### src/common/rfoc_pkg.sv
// rfoc_pkg: constants and types for the rf operating mode control block.
// assumes an 8-bit register port with 6-bit addresses and a 125 MHz mclk.
package rfoc_pkg;

  // register addresses
  localparam logic [5:0] ADDR_OP_CTRL = 6'h00;
  localparam logic [5:0] ADDR_IO_CFG1 = 6'h01;
  localparam logic [5:0] ADDR_IO_CFG2 = 6'h02;
  localparam logic [5:0] ADDR_AUX_DEF = 6'h03;
  localparam logic [5:0] ADDR_MODE    = 6'h04;
  localparam logic [5:0] ADDR_NORM    = 6'h05;
  localparam logic [5:0] ADDR_AM_LVL  = 6'h06;
  localparam logic [5:0] ADDR_DEPTH   = 6'h07;
  localparam logic [5:0] ADDR_STATUS  = 6'h08;
  localparam logic [5:0] ADDR_CMD     = 6'h09;

  // operation control fields
  localparam int OP_OSC_EN  = 7;
  localparam int OP_RX_EN   = 6;
  localparam int OP_RX_CHN  = 5;
  localparam int OP_RX_MAN  = 4;
  localparam int OP_TX_EN   = 3;
  localparam int OP_WAKE    = 2;
  // io configuration fields
  localparam int IO1_SINGLE = 7;
  localparam int IO1_OUTSEL = 6;
  localparam int IO2_SLOW   = 7;
  // auxiliary definition fields
  localparam int AUX_MODTYPE = 5;
  localparam int AUX_FASTOOK = 4;
  localparam int AUX_CHSEL   = 3;
  // status fields
  localparam int ST_OSC     = 0;
  localparam int ST_WAKE    = 1;
  localparam int ST_CAL     = 2;

  // reset values
  localparam logic [7:0] RST_OP    = 8'h00;
  localparam logic [7:0] RST_IO1   = 8'h00;
  localparam logic [7:0] RST_IO2   = 8'h00;
  localparam logic [7:0] RST_AUX   = 8'h00;
  localparam logic [7:0] RST_MODE  = 8'h00;
  localparam logic [7:0] RST_NORM  = 8'hff;
  localparam logic [7:0] RST_AM    = 8'h0f;
  localparam logic [7:0] RST_DEPTH = 8'h80;

  // direct command codes
  localparam logic [7:0] CMD_PRESET = 8'hcc;
  localparam logic [7:0] CMD_MASK   = 8'hd0;
  localparam logic [7:0] CMD_UNMASK = 8'hd1;
  localparam logic [7:0] CMD_CAL    = 8'hdd;

  // framing modes seen by the analog preset
  localparam logic [1:0] MODE_OOK = 2'h0;
  localparam logic [1:0] MODE_AM  = 2'h1;

  // timing
  localparam int CLK_MHZ      = 125;
  localparam int RAMP_STEP_NS = 80;
  localparam int RAMP_STEP_CYC = (RAMP_STEP_NS * CLK_MHZ + 999) / 1000;
  localparam int CAL_SETTLE_NS = 200;
  localparam int CAL_SETTLE_CYC = (CAL_SETTLE_NS * CLK_MHZ + 999) / 1000;
  localparam int WAKE_PERIOD_CYC = 12500;

  typedef struct packed {
    logic [7:0] seg;
    logic       level;
    logic       oe;
  } rfoc_drv_t;

endpackage

### src/hw/rfoc_core.sv
// rfoc_core: operating modes, driver and receiver on/off control.
// assumes the register port is on mclk; analog status pins are asynchronous.
//
// Summary of operation
// - power-up clears the operation control register, giving power-down
// - register port keeps working in power-down so all settings load
// - oscillator enable bit starts oscillator and regulators: ready mode
// - oscillator stable raises an interrupt to the controller
// - receiver and transmitter enables act independently
// - wake bit alone enters wake-up mode with periodic timed measurements
// - in wake-up mode a measurement differing from reference interrupts
// - single-driver bit runs only one output driver
// - eight weighted segments; normal level register selects, default all
// - in single mode the output select bit picks the driving output
// - modulation type bit picks am or ook; analog preset sets it
// - ook holds driver state from just before the modulation interval
// - fast ook decay bit tristates drivers during ook modulation
// - am modulation enables fewer segments during the interval
// - calibrate command trims am level toward the target depth
// - slow ramp collapses driver supply while tx off, ramps when enabled
// - channel count bit makes both am and pm channels active or one
// - with both channels, manual bit picks manual or automatic choice
// - receive window goes high when the mask receive timer expires
// - mask and unmask commands force the receive window low or high
// - receive window gates rssi, agc and framing receive processing
//
// Implementation choices: the placing of the registers and the strobed register port.
`timescale 1ns/1ps
`default_nettype none

module rfoc_core #(
  parameter int WAKE_PERIOD = rfoc_pkg::WAKE_PERIOD_CYC
) (
  input  wire logic             mclk,
  input  wire logic             rst_n,
  input  wire logic [5:0]       reg_addr,
  input  wire logic [7:0]       reg_wdata,
  input  wire logic             reg_we,
  input  wire logic             reg_re,
  output logic [7:0]            reg_rdata,
  input  wire logic             osc_stable,
  input  wire logic             carrier_in,
  input  wire logic             meas_done,
  input  wire logic             meas_diff,
  input  wire logic             mrt_expired,
  input  wire logic             mod_active,
  input  wire logic [7:0]       depth_meas,
  output logic                  osc_on,
  output logic                  regulators_on,
  output logic                  rx_enable,
  output logic                  tx_enable,
  output logic                  rc_osc_on,
  output logic                  meas_start,
  output logic                  irq,
  output rfoc_pkg::rfoc_drv_t   driver_output_one,
  output rfoc_pkg::rfoc_drv_t   driver_output_two,
  output logic [7:0]            rf_driver_supply,
  output logic                  am_chan_on,
  output logic                  pm_chan_on,
  output logic                  chan_auto,
  output logic                  chan_pm_manual,
  output logic                  rx_window,
  output logic                  rssi_agc_en,
  output logic                  framing_rx_en
);

  typedef enum logic [2:0] {
    RFOC_CAL_IDLE  = 3'b001,
    RFOC_CAL_TRY   = 3'b010,
    RFOC_CAL_JUDGE = 3'b100
  } rfoc_cal_t;

  localparam int RAMP_W = $clog2(rfoc_pkg::RAMP_STEP_CYC + 1);
  localparam int SETL_W = $clog2(rfoc_pkg::CAL_SETTLE_CYC + 1);
  localparam int WAKE_W = $clog2(WAKE_PERIOD + 1);

  logic [7:0] op_reg;
  logic [7:0] io1_reg;
  logic [7:0] io2_reg;
  logic [7:0] aux_reg;
  logic [7:0] mode_reg;
  logic [7:0] norm_reg;
  logic [7:0] am_reg;
  logic [7:0] depth_reg;
  logic [7:0] status_reg;
  logic [7:0] status_next;

  // two-stage synchronisers for analog pins
  logic [4:0] sync1_reg;
  logic [4:0] sync2_reg;
  logic       osc_s;
  logic       car_s;
  logic       done_s;
  logic       diff_s;
  logic       mrt_s;
  logic       done_d_reg;
  logic       osc_d_reg;
  logic       mrt_d_reg;

  logic       wr_cmd;
  logic       cmd_preset;
  logic       cmd_mask;
  logic       cmd_unmask;
  logic       cmd_cal;
  logic       wake_mode;
  logic       osc_rise;
  logic       wake_hit;
  logic       cal_done;
  logic       status_rd;

  assign osc_s  = sync2_reg[0];
  assign car_s  = sync2_reg[1];
  assign done_s = sync2_reg[2];
  assign diff_s = sync2_reg[3];
  assign mrt_s  = sync2_reg[4];

  always_ff @(posedge mclk or negedge rst_n) begin
    if (!rst_n) begin
      sync1_reg <= 5'h00;
      sync2_reg <= 5'h00;
    end else begin
      sync1_reg <= {mrt_expired, meas_diff, meas_done, carrier_in,
                    osc_stable};
      sync2_reg <= sync1_reg;
    end
  end

  always_ff @(posedge mclk or negedge rst_n) begin
    if (!rst_n) begin
      done_d_reg <= 1'b0;
      osc_d_reg  <= 1'b0;
      mrt_d_reg  <= 1'b0;
    end else begin
      done_d_reg <= done_s;
      osc_d_reg  <= osc_s;
      mrt_d_reg  <= mrt_s;
    end
  end

  // direct commands are writes to the command address
  assign wr_cmd     = reg_we && (reg_addr == rfoc_pkg::ADDR_CMD);
  assign cmd_preset = wr_cmd && (reg_wdata == rfoc_pkg::CMD_PRESET);
  assign cmd_mask   = wr_cmd && (reg_wdata == rfoc_pkg::CMD_MASK);
  assign cmd_unmask = wr_cmd && (reg_wdata == rfoc_pkg::CMD_UNMASK);
  assign cmd_cal    = wr_cmd && (reg_wdata == rfoc_pkg::CMD_CAL);

  // configuration registers, writable in every mode
  always_ff @(posedge mclk or negedge rst_n) begin
    if (!rst_n) begin
      op_reg    <= rfoc_pkg::RST_OP;
      io1_reg   <= rfoc_pkg::RST_IO1;
      io2_reg   <= rfoc_pkg::RST_IO2;
      mode_reg  <= rfoc_pkg::RST_MODE;
      norm_reg  <= rfoc_pkg::RST_NORM;
      depth_reg <= rfoc_pkg::RST_DEPTH;
    end else if (reg_we) begin
      unique case (reg_addr)
        rfoc_pkg::ADDR_OP_CTRL: op_reg    <= reg_wdata;
        rfoc_pkg::ADDR_IO_CFG1: io1_reg   <= reg_wdata;
        rfoc_pkg::ADDR_IO_CFG2: io2_reg   <= reg_wdata;
        rfoc_pkg::ADDR_MODE:    mode_reg  <= reg_wdata;
        rfoc_pkg::ADDR_NORM:    norm_reg  <= reg_wdata;
        rfoc_pkg::ADDR_DEPTH:   depth_reg <= reg_wdata;
        default: ;
      endcase
    end
  end

  // auxiliary register; analog preset picks the modulation type
  always_ff @(posedge mclk or negedge rst_n) begin
    if (!rst_n) begin
      aux_reg <= rfoc_pkg::RST_AUX;
    end else if (reg_we && reg_addr == rfoc_pkg::ADDR_AUX_DEF) begin
      aux_reg <= reg_wdata;
    end else if (cmd_preset) begin
      if (mode_reg[1:0] == rfoc_pkg::MODE_OOK) begin
        aux_reg[rfoc_pkg::AUX_MODTYPE] <= 1'b0;
      end else if (mode_reg[1:0] == rfoc_pkg::MODE_AM) begin
        aux_reg[rfoc_pkg::AUX_MODTYPE] <= 1'b1;
      end
    end
  end

  // power and path enables
  assign osc_on        = op_reg[rfoc_pkg::OP_OSC_EN];
  assign regulators_on = op_reg[rfoc_pkg::OP_OSC_EN];
  assign rx_enable     = op_reg[rfoc_pkg::OP_RX_EN];
  assign tx_enable     = op_reg[rfoc_pkg::OP_TX_EN];

  // wake-up mode only with the wake bit alone
  assign wake_mode = (op_reg == (8'h01 << rfoc_pkg::OP_WAKE));
  assign rc_osc_on = wake_mode;

  // wake-up timer schedules periodic measurements
  logic [WAKE_W-1:0] wake_cnt_reg;

  always_ff @(posedge mclk or negedge rst_n) begin
    if (!rst_n) begin
      wake_cnt_reg <= '0;
      meas_start   <= 1'b0;
    end else if (!wake_mode) begin
      wake_cnt_reg <= '0;
      meas_start   <= 1'b0;
    end else if (wake_cnt_reg == WAKE_W'(WAKE_PERIOD - 1)) begin
      wake_cnt_reg <= '0;
      meas_start   <= 1'b1;
    end else begin
      wake_cnt_reg <= wake_cnt_reg + 1'b1;
      meas_start   <= 1'b0;
    end
  end

  // interrupt events
  assign osc_rise = osc_s && !osc_d_reg && osc_on;
  assign wake_hit = wake_mode && done_s && !done_d_reg && diff_s;
  assign status_rd = reg_re && (reg_addr == rfoc_pkg::ADDR_STATUS);

  // status clears on read; a new event in the same cycle wins
  always_comb begin
    status_next = status_rd ? 8'h00 : status_reg;
    if (osc_rise) begin
      status_next[rfoc_pkg::ST_OSC] = 1'b1;
    end
    if (wake_hit) begin
      status_next[rfoc_pkg::ST_WAKE] = 1'b1;
    end
    if (cal_done) begin
      status_next[rfoc_pkg::ST_CAL] = 1'b1;
    end
  end

  always_ff @(posedge mclk or negedge rst_n) begin
    if (!rst_n) begin
      status_reg <= 8'h00;
    end else begin
      status_reg <= status_next;
    end
  end

  assign irq = |status_reg;

  // read data one cycle after the strobe
  always_ff @(posedge mclk or negedge rst_n) begin
    if (!rst_n) begin
      reg_rdata <= 8'h00;
    end else if (reg_re) begin
      unique case (reg_addr)
        rfoc_pkg::ADDR_OP_CTRL: reg_rdata <= op_reg;
        rfoc_pkg::ADDR_IO_CFG1: reg_rdata <= io1_reg;
        rfoc_pkg::ADDR_IO_CFG2: reg_rdata <= io2_reg;
        rfoc_pkg::ADDR_AUX_DEF: reg_rdata <= aux_reg;
        rfoc_pkg::ADDR_MODE:    reg_rdata <= mode_reg;
        rfoc_pkg::ADDR_NORM:    reg_rdata <= norm_reg;
        rfoc_pkg::ADDR_AM_LVL:  reg_rdata <= am_reg;
        rfoc_pkg::ADDR_DEPTH:   reg_rdata <= depth_reg;
        rfoc_pkg::ADDR_STATUS:  reg_rdata <= status_reg;
        default:                reg_rdata <= 8'h00;
      endcase
    end else begin
      reg_rdata <= 8'h00;
    end
  end

  // am level: written directly or trimmed by successive approximation
  rfoc_cal_t        cal_reg;
  logic [2:0]       cal_bit_reg;
  logic [SETL_W-1:0] setl_reg;

  assign cal_done = (cal_reg == RFOC_CAL_JUDGE) && (setl_reg == '0)
                    && (cal_bit_reg == 3'h0);

  always_ff @(posedge mclk or negedge rst_n) begin
    if (!rst_n) begin
      cal_reg     <= RFOC_CAL_IDLE;
      cal_bit_reg <= 3'h7;
      setl_reg    <= '0;
      am_reg      <= rfoc_pkg::RST_AM;
    end else begin
      unique case (cal_reg)
        RFOC_CAL_IDLE: begin
          if (cmd_cal) begin
            am_reg      <= 8'h00;
            cal_bit_reg <= 3'h7;
            cal_reg     <= RFOC_CAL_TRY;
          end else if (reg_we && reg_addr == rfoc_pkg::ADDR_AM_LVL) begin
            am_reg <= reg_wdata;
          end
        end
        RFOC_CAL_TRY: begin
          am_reg[cal_bit_reg] <= 1'b1;
          setl_reg <= SETL_W'(rfoc_pkg::CAL_SETTLE_CYC);
          cal_reg  <= RFOC_CAL_JUDGE;
        end
        RFOC_CAL_JUDGE: begin
          if (setl_reg != '0) begin
            setl_reg <= setl_reg - 1'b1;
          end else begin
            // more segments give less depth; drop the bit if too shallow
            if (depth_meas < depth_reg) begin
              am_reg[cal_bit_reg] <= 1'b0;
            end
            if (cal_bit_reg == 3'h0) begin
              cal_reg <= RFOC_CAL_IDLE;
            end else begin
              cal_bit_reg <= cal_bit_reg - 1'b1;
              cal_reg     <= RFOC_CAL_TRY;
            end
          end
        end
      endcase
    end
  end

  // slow ramp of the driver supply
  logic [RAMP_W-1:0] ramp_cnt_reg;

  always_ff @(posedge mclk or negedge rst_n) begin
    if (!rst_n) begin
      rf_driver_supply <= 8'hff;
      ramp_cnt_reg     <= '0;
    end else if (!io2_reg[rfoc_pkg::IO2_SLOW]) begin
      rf_driver_supply <= 8'hff;
      ramp_cnt_reg     <= '0;
    end else if (!tx_enable) begin
      rf_driver_supply <= 8'h00;
      ramp_cnt_reg     <= '0;
    end else if (rf_driver_supply != 8'hff) begin
      if (ramp_cnt_reg == RAMP_W'(rfoc_pkg::RAMP_STEP_CYC - 1)) begin
        ramp_cnt_reg     <= '0;
        rf_driver_supply <= rf_driver_supply + 8'h01;
      end else begin
        ramp_cnt_reg <= ramp_cnt_reg + 1'b1;
      end
    end
  end

  // driver control
  logic       ook_mode;
  logic       mod_ook;
  logic       mod_am;
  logic       hold_reg;
  logic       level_one;
  logic [7:0] seg_now;
  logic       single;
  logic       use_two;

  assign ook_mode = !aux_reg[rfoc_pkg::AUX_MODTYPE];
  assign mod_ook  = mod_active && ook_mode;
  assign mod_am   = mod_active && !ook_mode;
  assign single   = io1_reg[rfoc_pkg::IO1_SINGLE];
  assign use_two  = io1_reg[rfoc_pkg::IO1_OUTSEL];

  // remember the carrier phase until ook modulation freezes it
  always_ff @(posedge mclk or negedge rst_n) begin
    if (!rst_n) begin
      hold_reg <= 1'b0;
    end else if (!mod_ook) begin
      hold_reg <= car_s;
    end
  end

  assign level_one = mod_ook ? hold_reg : car_s;
  assign seg_now   = mod_am ? am_reg : norm_reg;

  always_ff @(posedge mclk or negedge rst_n) begin
    if (!rst_n) begin
      driver_output_one <= '0;
      driver_output_two <= '0;
    end else begin
      driver_output_one.seg   <= seg_now;
      driver_output_two.seg   <= seg_now;
      driver_output_one.level <= level_one;
      driver_output_two.level <= single ? level_one : !level_one;
      driver_output_one.oe    <= tx_enable
                                 && !(mod_ook && aux_reg[rfoc_pkg::AUX_FASTOOK])
                                 && !(single && use_two);
      driver_output_two.oe    <= tx_enable
                                 && !(mod_ook && aux_reg[rfoc_pkg::AUX_FASTOOK])
                                 && !(single && !use_two);
    end
  end

  // demodulation channel selection
  logic both_ch;
  assign both_ch = op_reg[rfoc_pkg::OP_RX_CHN];

  always_ff @(posedge mclk or negedge rst_n) begin
    if (!rst_n) begin
      am_chan_on     <= 1'b0;
      pm_chan_on     <= 1'b0;
      chan_auto      <= 1'b0;
      chan_pm_manual <= 1'b0;
    end else begin
      am_chan_on <= rx_enable && (both_ch
                    || !aux_reg[rfoc_pkg::AUX_CHSEL]);
      pm_chan_on <= rx_enable && (both_ch
                    || aux_reg[rfoc_pkg::AUX_CHSEL]);
      chan_auto  <= rx_enable && both_ch
                    && !op_reg[rfoc_pkg::OP_RX_MAN];
      chan_pm_manual <= aux_reg[rfoc_pkg::AUX_CHSEL]
                    && !(both_ch && !op_reg[rfoc_pkg::OP_RX_MAN]);
    end
  end

  // receive window
  always_ff @(posedge mclk or negedge rst_n) begin
    if (!rst_n) begin
      rx_window <= 1'b0;
    end else if (cmd_mask) begin
      rx_window <= 1'b0;
    end else if (cmd_unmask) begin
      rx_window <= 1'b1;
    end else if (mrt_s && !mrt_d_reg) begin
      rx_window <= 1'b1;
    end
  end

  assign rssi_agc_en   = rx_window && rx_enable;
  assign framing_rx_en = rx_window && rx_enable;

endmodule

`default_nettype wire

### config.mk
export PLATFORM = sky130hd
export DESIGN_NAME = rfoc_core
export DESIGN_NICKNAME = d
export VERILOG_FILES = /design/src/common/rfoc_pkg.sv /design/src/hw/rfoc_core.sv
export SDC_FILE = /design/constraint.sdc
export NUM_CORES = 1
export LEC_CHECK = 0
export BUFFER_PORTS_ARGS = -buffer_cell sky130_fd_sc_hd__clkbuf_2
export CAP_MARGIN = 5
export CORE_MARGIN = 2
export CORE_UTILIZATION = 28
export DETAILED_ROUTE_END_ITERATION = 12
export PLACE_DENSITY = 0.56
export RECOVER_POWER = 50
export SLEW_MARGIN = 20
export SYNTH_ARGS = -nofsm -noshare
export SYNTH_HDL_FRONTEND = slang
export SYNTH_SLANG_ARGS = --single-unit
### constraint.sdc
create_clock -name mclk -period 2 [get_ports mclk]
set_clock_uncertainty 0.15 [all_clocks]
set_input_delay 0.3 -clock mclk [delete_from_list [all_inputs] [get_ports mclk]]
set_output_delay 0.3 -clock mclk [all_outputs]
set_load 0.03 [all_outputs]
==> flow_summary.yaml <==
cts:
  cts_buffers: 17
  path_clk_slew_ns: 0.06
  clkLatencyLatePin_ns: 0.42
  cts_tree: "yes"
  root_buffer: "clkbuf_16"
  htreeDepth: 4
  clockBufferDepth: 2
  cts.sinks: 143
drt:
  totalWireLength_um: 17900
  drt_first_pass_iters: 4
  vias: 5159
  drc_errors: 0
  drt-initial-drc-count: 321
  wire_per_inst_um: 16.3
  drtAntennaViolNets: 0
  vias_per_cell: 4.70
timing:
  maxSlewHeadroom_pct: 29.8
  fmax_ghz: 0.467
  tns_ns: -0.919
  grt_setup_unrepaired: "true"
  whs_ns: 0.0735
  setup_ws_ns: -0.141
  finalMaxSlewViolations: 0
  post-route-period-util_pct: 107
  worst_slew_pin_slew_ns: 1.05
  setup_violations: 8
  hold_violations: 0
  fin_crit_ns: 2.14
power_and_ir_drop:
  cellLeakagePower_nw: 4.02
  swShare_pct: 31.2
  clock_power_share_pct: 34.2
  total_power_mw: 9.82
  seq_power_share_pct: 39.2
  netSwitchingPower_mw: 3.06
  p_int_mw: 6.75
  p_comb_share_pct: 26.6
  pwr_density_cell_nw_per_um2: 1090
  vdd_ir_drop_max_mv: 0.491
layout:
  area_delta_synth_final_pct: 31.8
  layout.nets: 807
  diodes: 0
  fin_area_um2: 8970
  fillers: 2436
  final_common_cell: "dfrtp_1"
  seqCellArea_um2: 3610
  layout_common_cells: "dfrtp_1 (114), clkbuf_2 (80), buf_4 (76), nand2_1 (63), mux2_2 (58)"
  largest_reg_flops: 14
  final_core_util_pct: 37.2
  drive_above_1_share_pct: 42.3
  multiInputGateArea_um2: 3110
floorplan:
  start_util_pct: 28.2
  die_h_um: 160
  pin_count: 82
  die_w_um: 160
  core-area_um2: 24100
  die_area_um2: 25600
  fp-row-count: 57
synthesis:
  synthArstFlopShare_pct: 100
  synth_enable_flop_cells: 0
  synthCells: 602
  synth_seq_cells: 143
  yosysSeqAreaShare_pct: 53.1
  synth_nets: 649
  synthFlopType: "dfrtp_1"
  avgSynthCellArea_um2: 11.3
  synth_top_area_share_pct: 43.4
  yosysTopAreaCell: "dfrtp_1"
  syn_area_um2: 6800
  synth_cell_types: 55
  synth_area_leaders: "dfrtp_1 (43%), mux2_2 (11%), dfstp_2 (9.7%)"
  synth_warnings: 0
setup_path:
  crit-reg2reg-launch: "depth_reg[1]"
  worstSetupPathType: "flip-flop to flip-flop"
  crit_end: "am_reg[6]"
  startpoint_type: "flip-flop"
  r2r_cells: 8
  path_max_fanout: 6
  cp.required_ns: 2.15
  worstSetupEndpointType: "flip-flop"
  reg2reg_setup_slack_ns: -0.14
  cp-startpoint: "depth_reg[1]"
  timing.rr.end: "am_reg[6]"
  arrival_ns: 2.29
place:
  placed_area_um2: 8130
  gp_congestion: 0.823
  portBuffers: 81
  dp_hpwl_um: 13100
grt:
  grt_pass1_vias: 5153
  grt_max_degree: 48
  grt_overflow: 0
  grt_pass1_wl_um: 28700
  grt_antenna_before_repair: 0
  grt_usage_pct: 14.5
job:
  max-cap-violations: 0
outcome:
  violations: "negative setup slack"
  status: "complete, but fails checks"
worst_hold_path:
  hp-class: "input pin to flip-flop"
## cell type report
class                   instances  area share, %
inverters                      23          0.963
well taps                     324           4.52
clock buffers                  19           4.83
repair buffers                170           12.6
multi-input cells             405           34.7
clock inverters                13           2.11
flip-flops and latches        143           40.3
## worst min path at each step
stage,from,endpoint,cells past startpoint
after floorplan,rst_n,am_chan_on,0
after global routing,reg_re,status_reg[2],4
after CTS,reg_re,status_reg[2],4
after global placement,rst_n,io2_reg[7],1
after detailed placement,rst_n,ramp_cnt_reg[2],1
final,reg_re,status_reg[2],4
## cells in the mapped netlist (all sizes together) (2+ instances only)
library cell	n
o22ai	3
nor2	40
nor4	5
dfstp	25
dfrtp	118
a22oi	10
o21a	3
nor3	15
and2	4
nor2b	4
a31oi	3
nand4	7
or3	5
a21oi	22
o21ai	43
clkbuf	15
nand3	22
xnor2	6
inv	23
ha	15
a22o	4
a2111oi	2
nand2	64
mux2	64
nor4b	4
xor2	8
buf	16
a221o	4
or2	2
mux4	11
nor3b	6
a21o	2
and3	5
nand2b	7
o31ai	6
## metal layers
metal  vias up  part of all wire (%)  GRT usage, %
li1       2461                     -             -
met1      2560                    47          19.6
met2       115                    48          23.6
met3        23                   4.0          3.27
met4         0                   1.4          3.77
met5         -                     0             0
## worst max-delay path, cell delays in order (launching register included)
cell and delay (ns):
dfrtp_1 0.38, inv_2 0.08, ha_4 0.20, a2111oi_4 0.35, a2111oi_2 0.09, o21ai_1 0.14
buf_4 0.17, nand3_4 0.13, mux2_4 0.34
## kinds of logic (layout without fill, tap and decap cells)
logic type	Yosys count	after routing	synth area share, %
buffers and inverters	54	225	3.62
muxes	76	76	14.4
and+or+nand+nor	195	195	14.8
adders and majority gates	15	15	2.76
AOI/OAI and AO/OA	105	105	9.60
xor gates and xnor gates	14	14	1.80
DFF	143	143	53.1
## power by group through the flow
stage | clock (mW) | combinational, mW | sequential, mW
after floorplan | 0 | 1.41 | 3.98
after global placement | 0 | 2.39 | 3.85
after detailed placement | 0 | 2.43 | 3.86
after CTS | 3.44 | 2.57 | 3.83
after global routing | 3.57 | 2.86 | 3.91
final | 3.36 | 2.61 | 3.84
## metrics by stage
step / cells / setup WS [ns]
4_1_cts: 1093 / -0.167
3_3_place_gp: 1052 / -0.243
3_5_place_dp: 1052 / -0.308
5_1_grt: 1097 / -0.251
2_1_floorplan: 602 / -0.0638
6_report: 1097 / -0.141
## timing repair
action / 4_1_cts / 5_1_grt
hold buffers: 6 / 0
setup buffers: 3 / 4
hold endpoints to repair: 42 / 0
pin swaps: 5 / 5
endpoints found under the setup margin: 11 / 16
gates resized for setup: 12 / 24
Note: power is estimated with default switching activity, not from simulation.
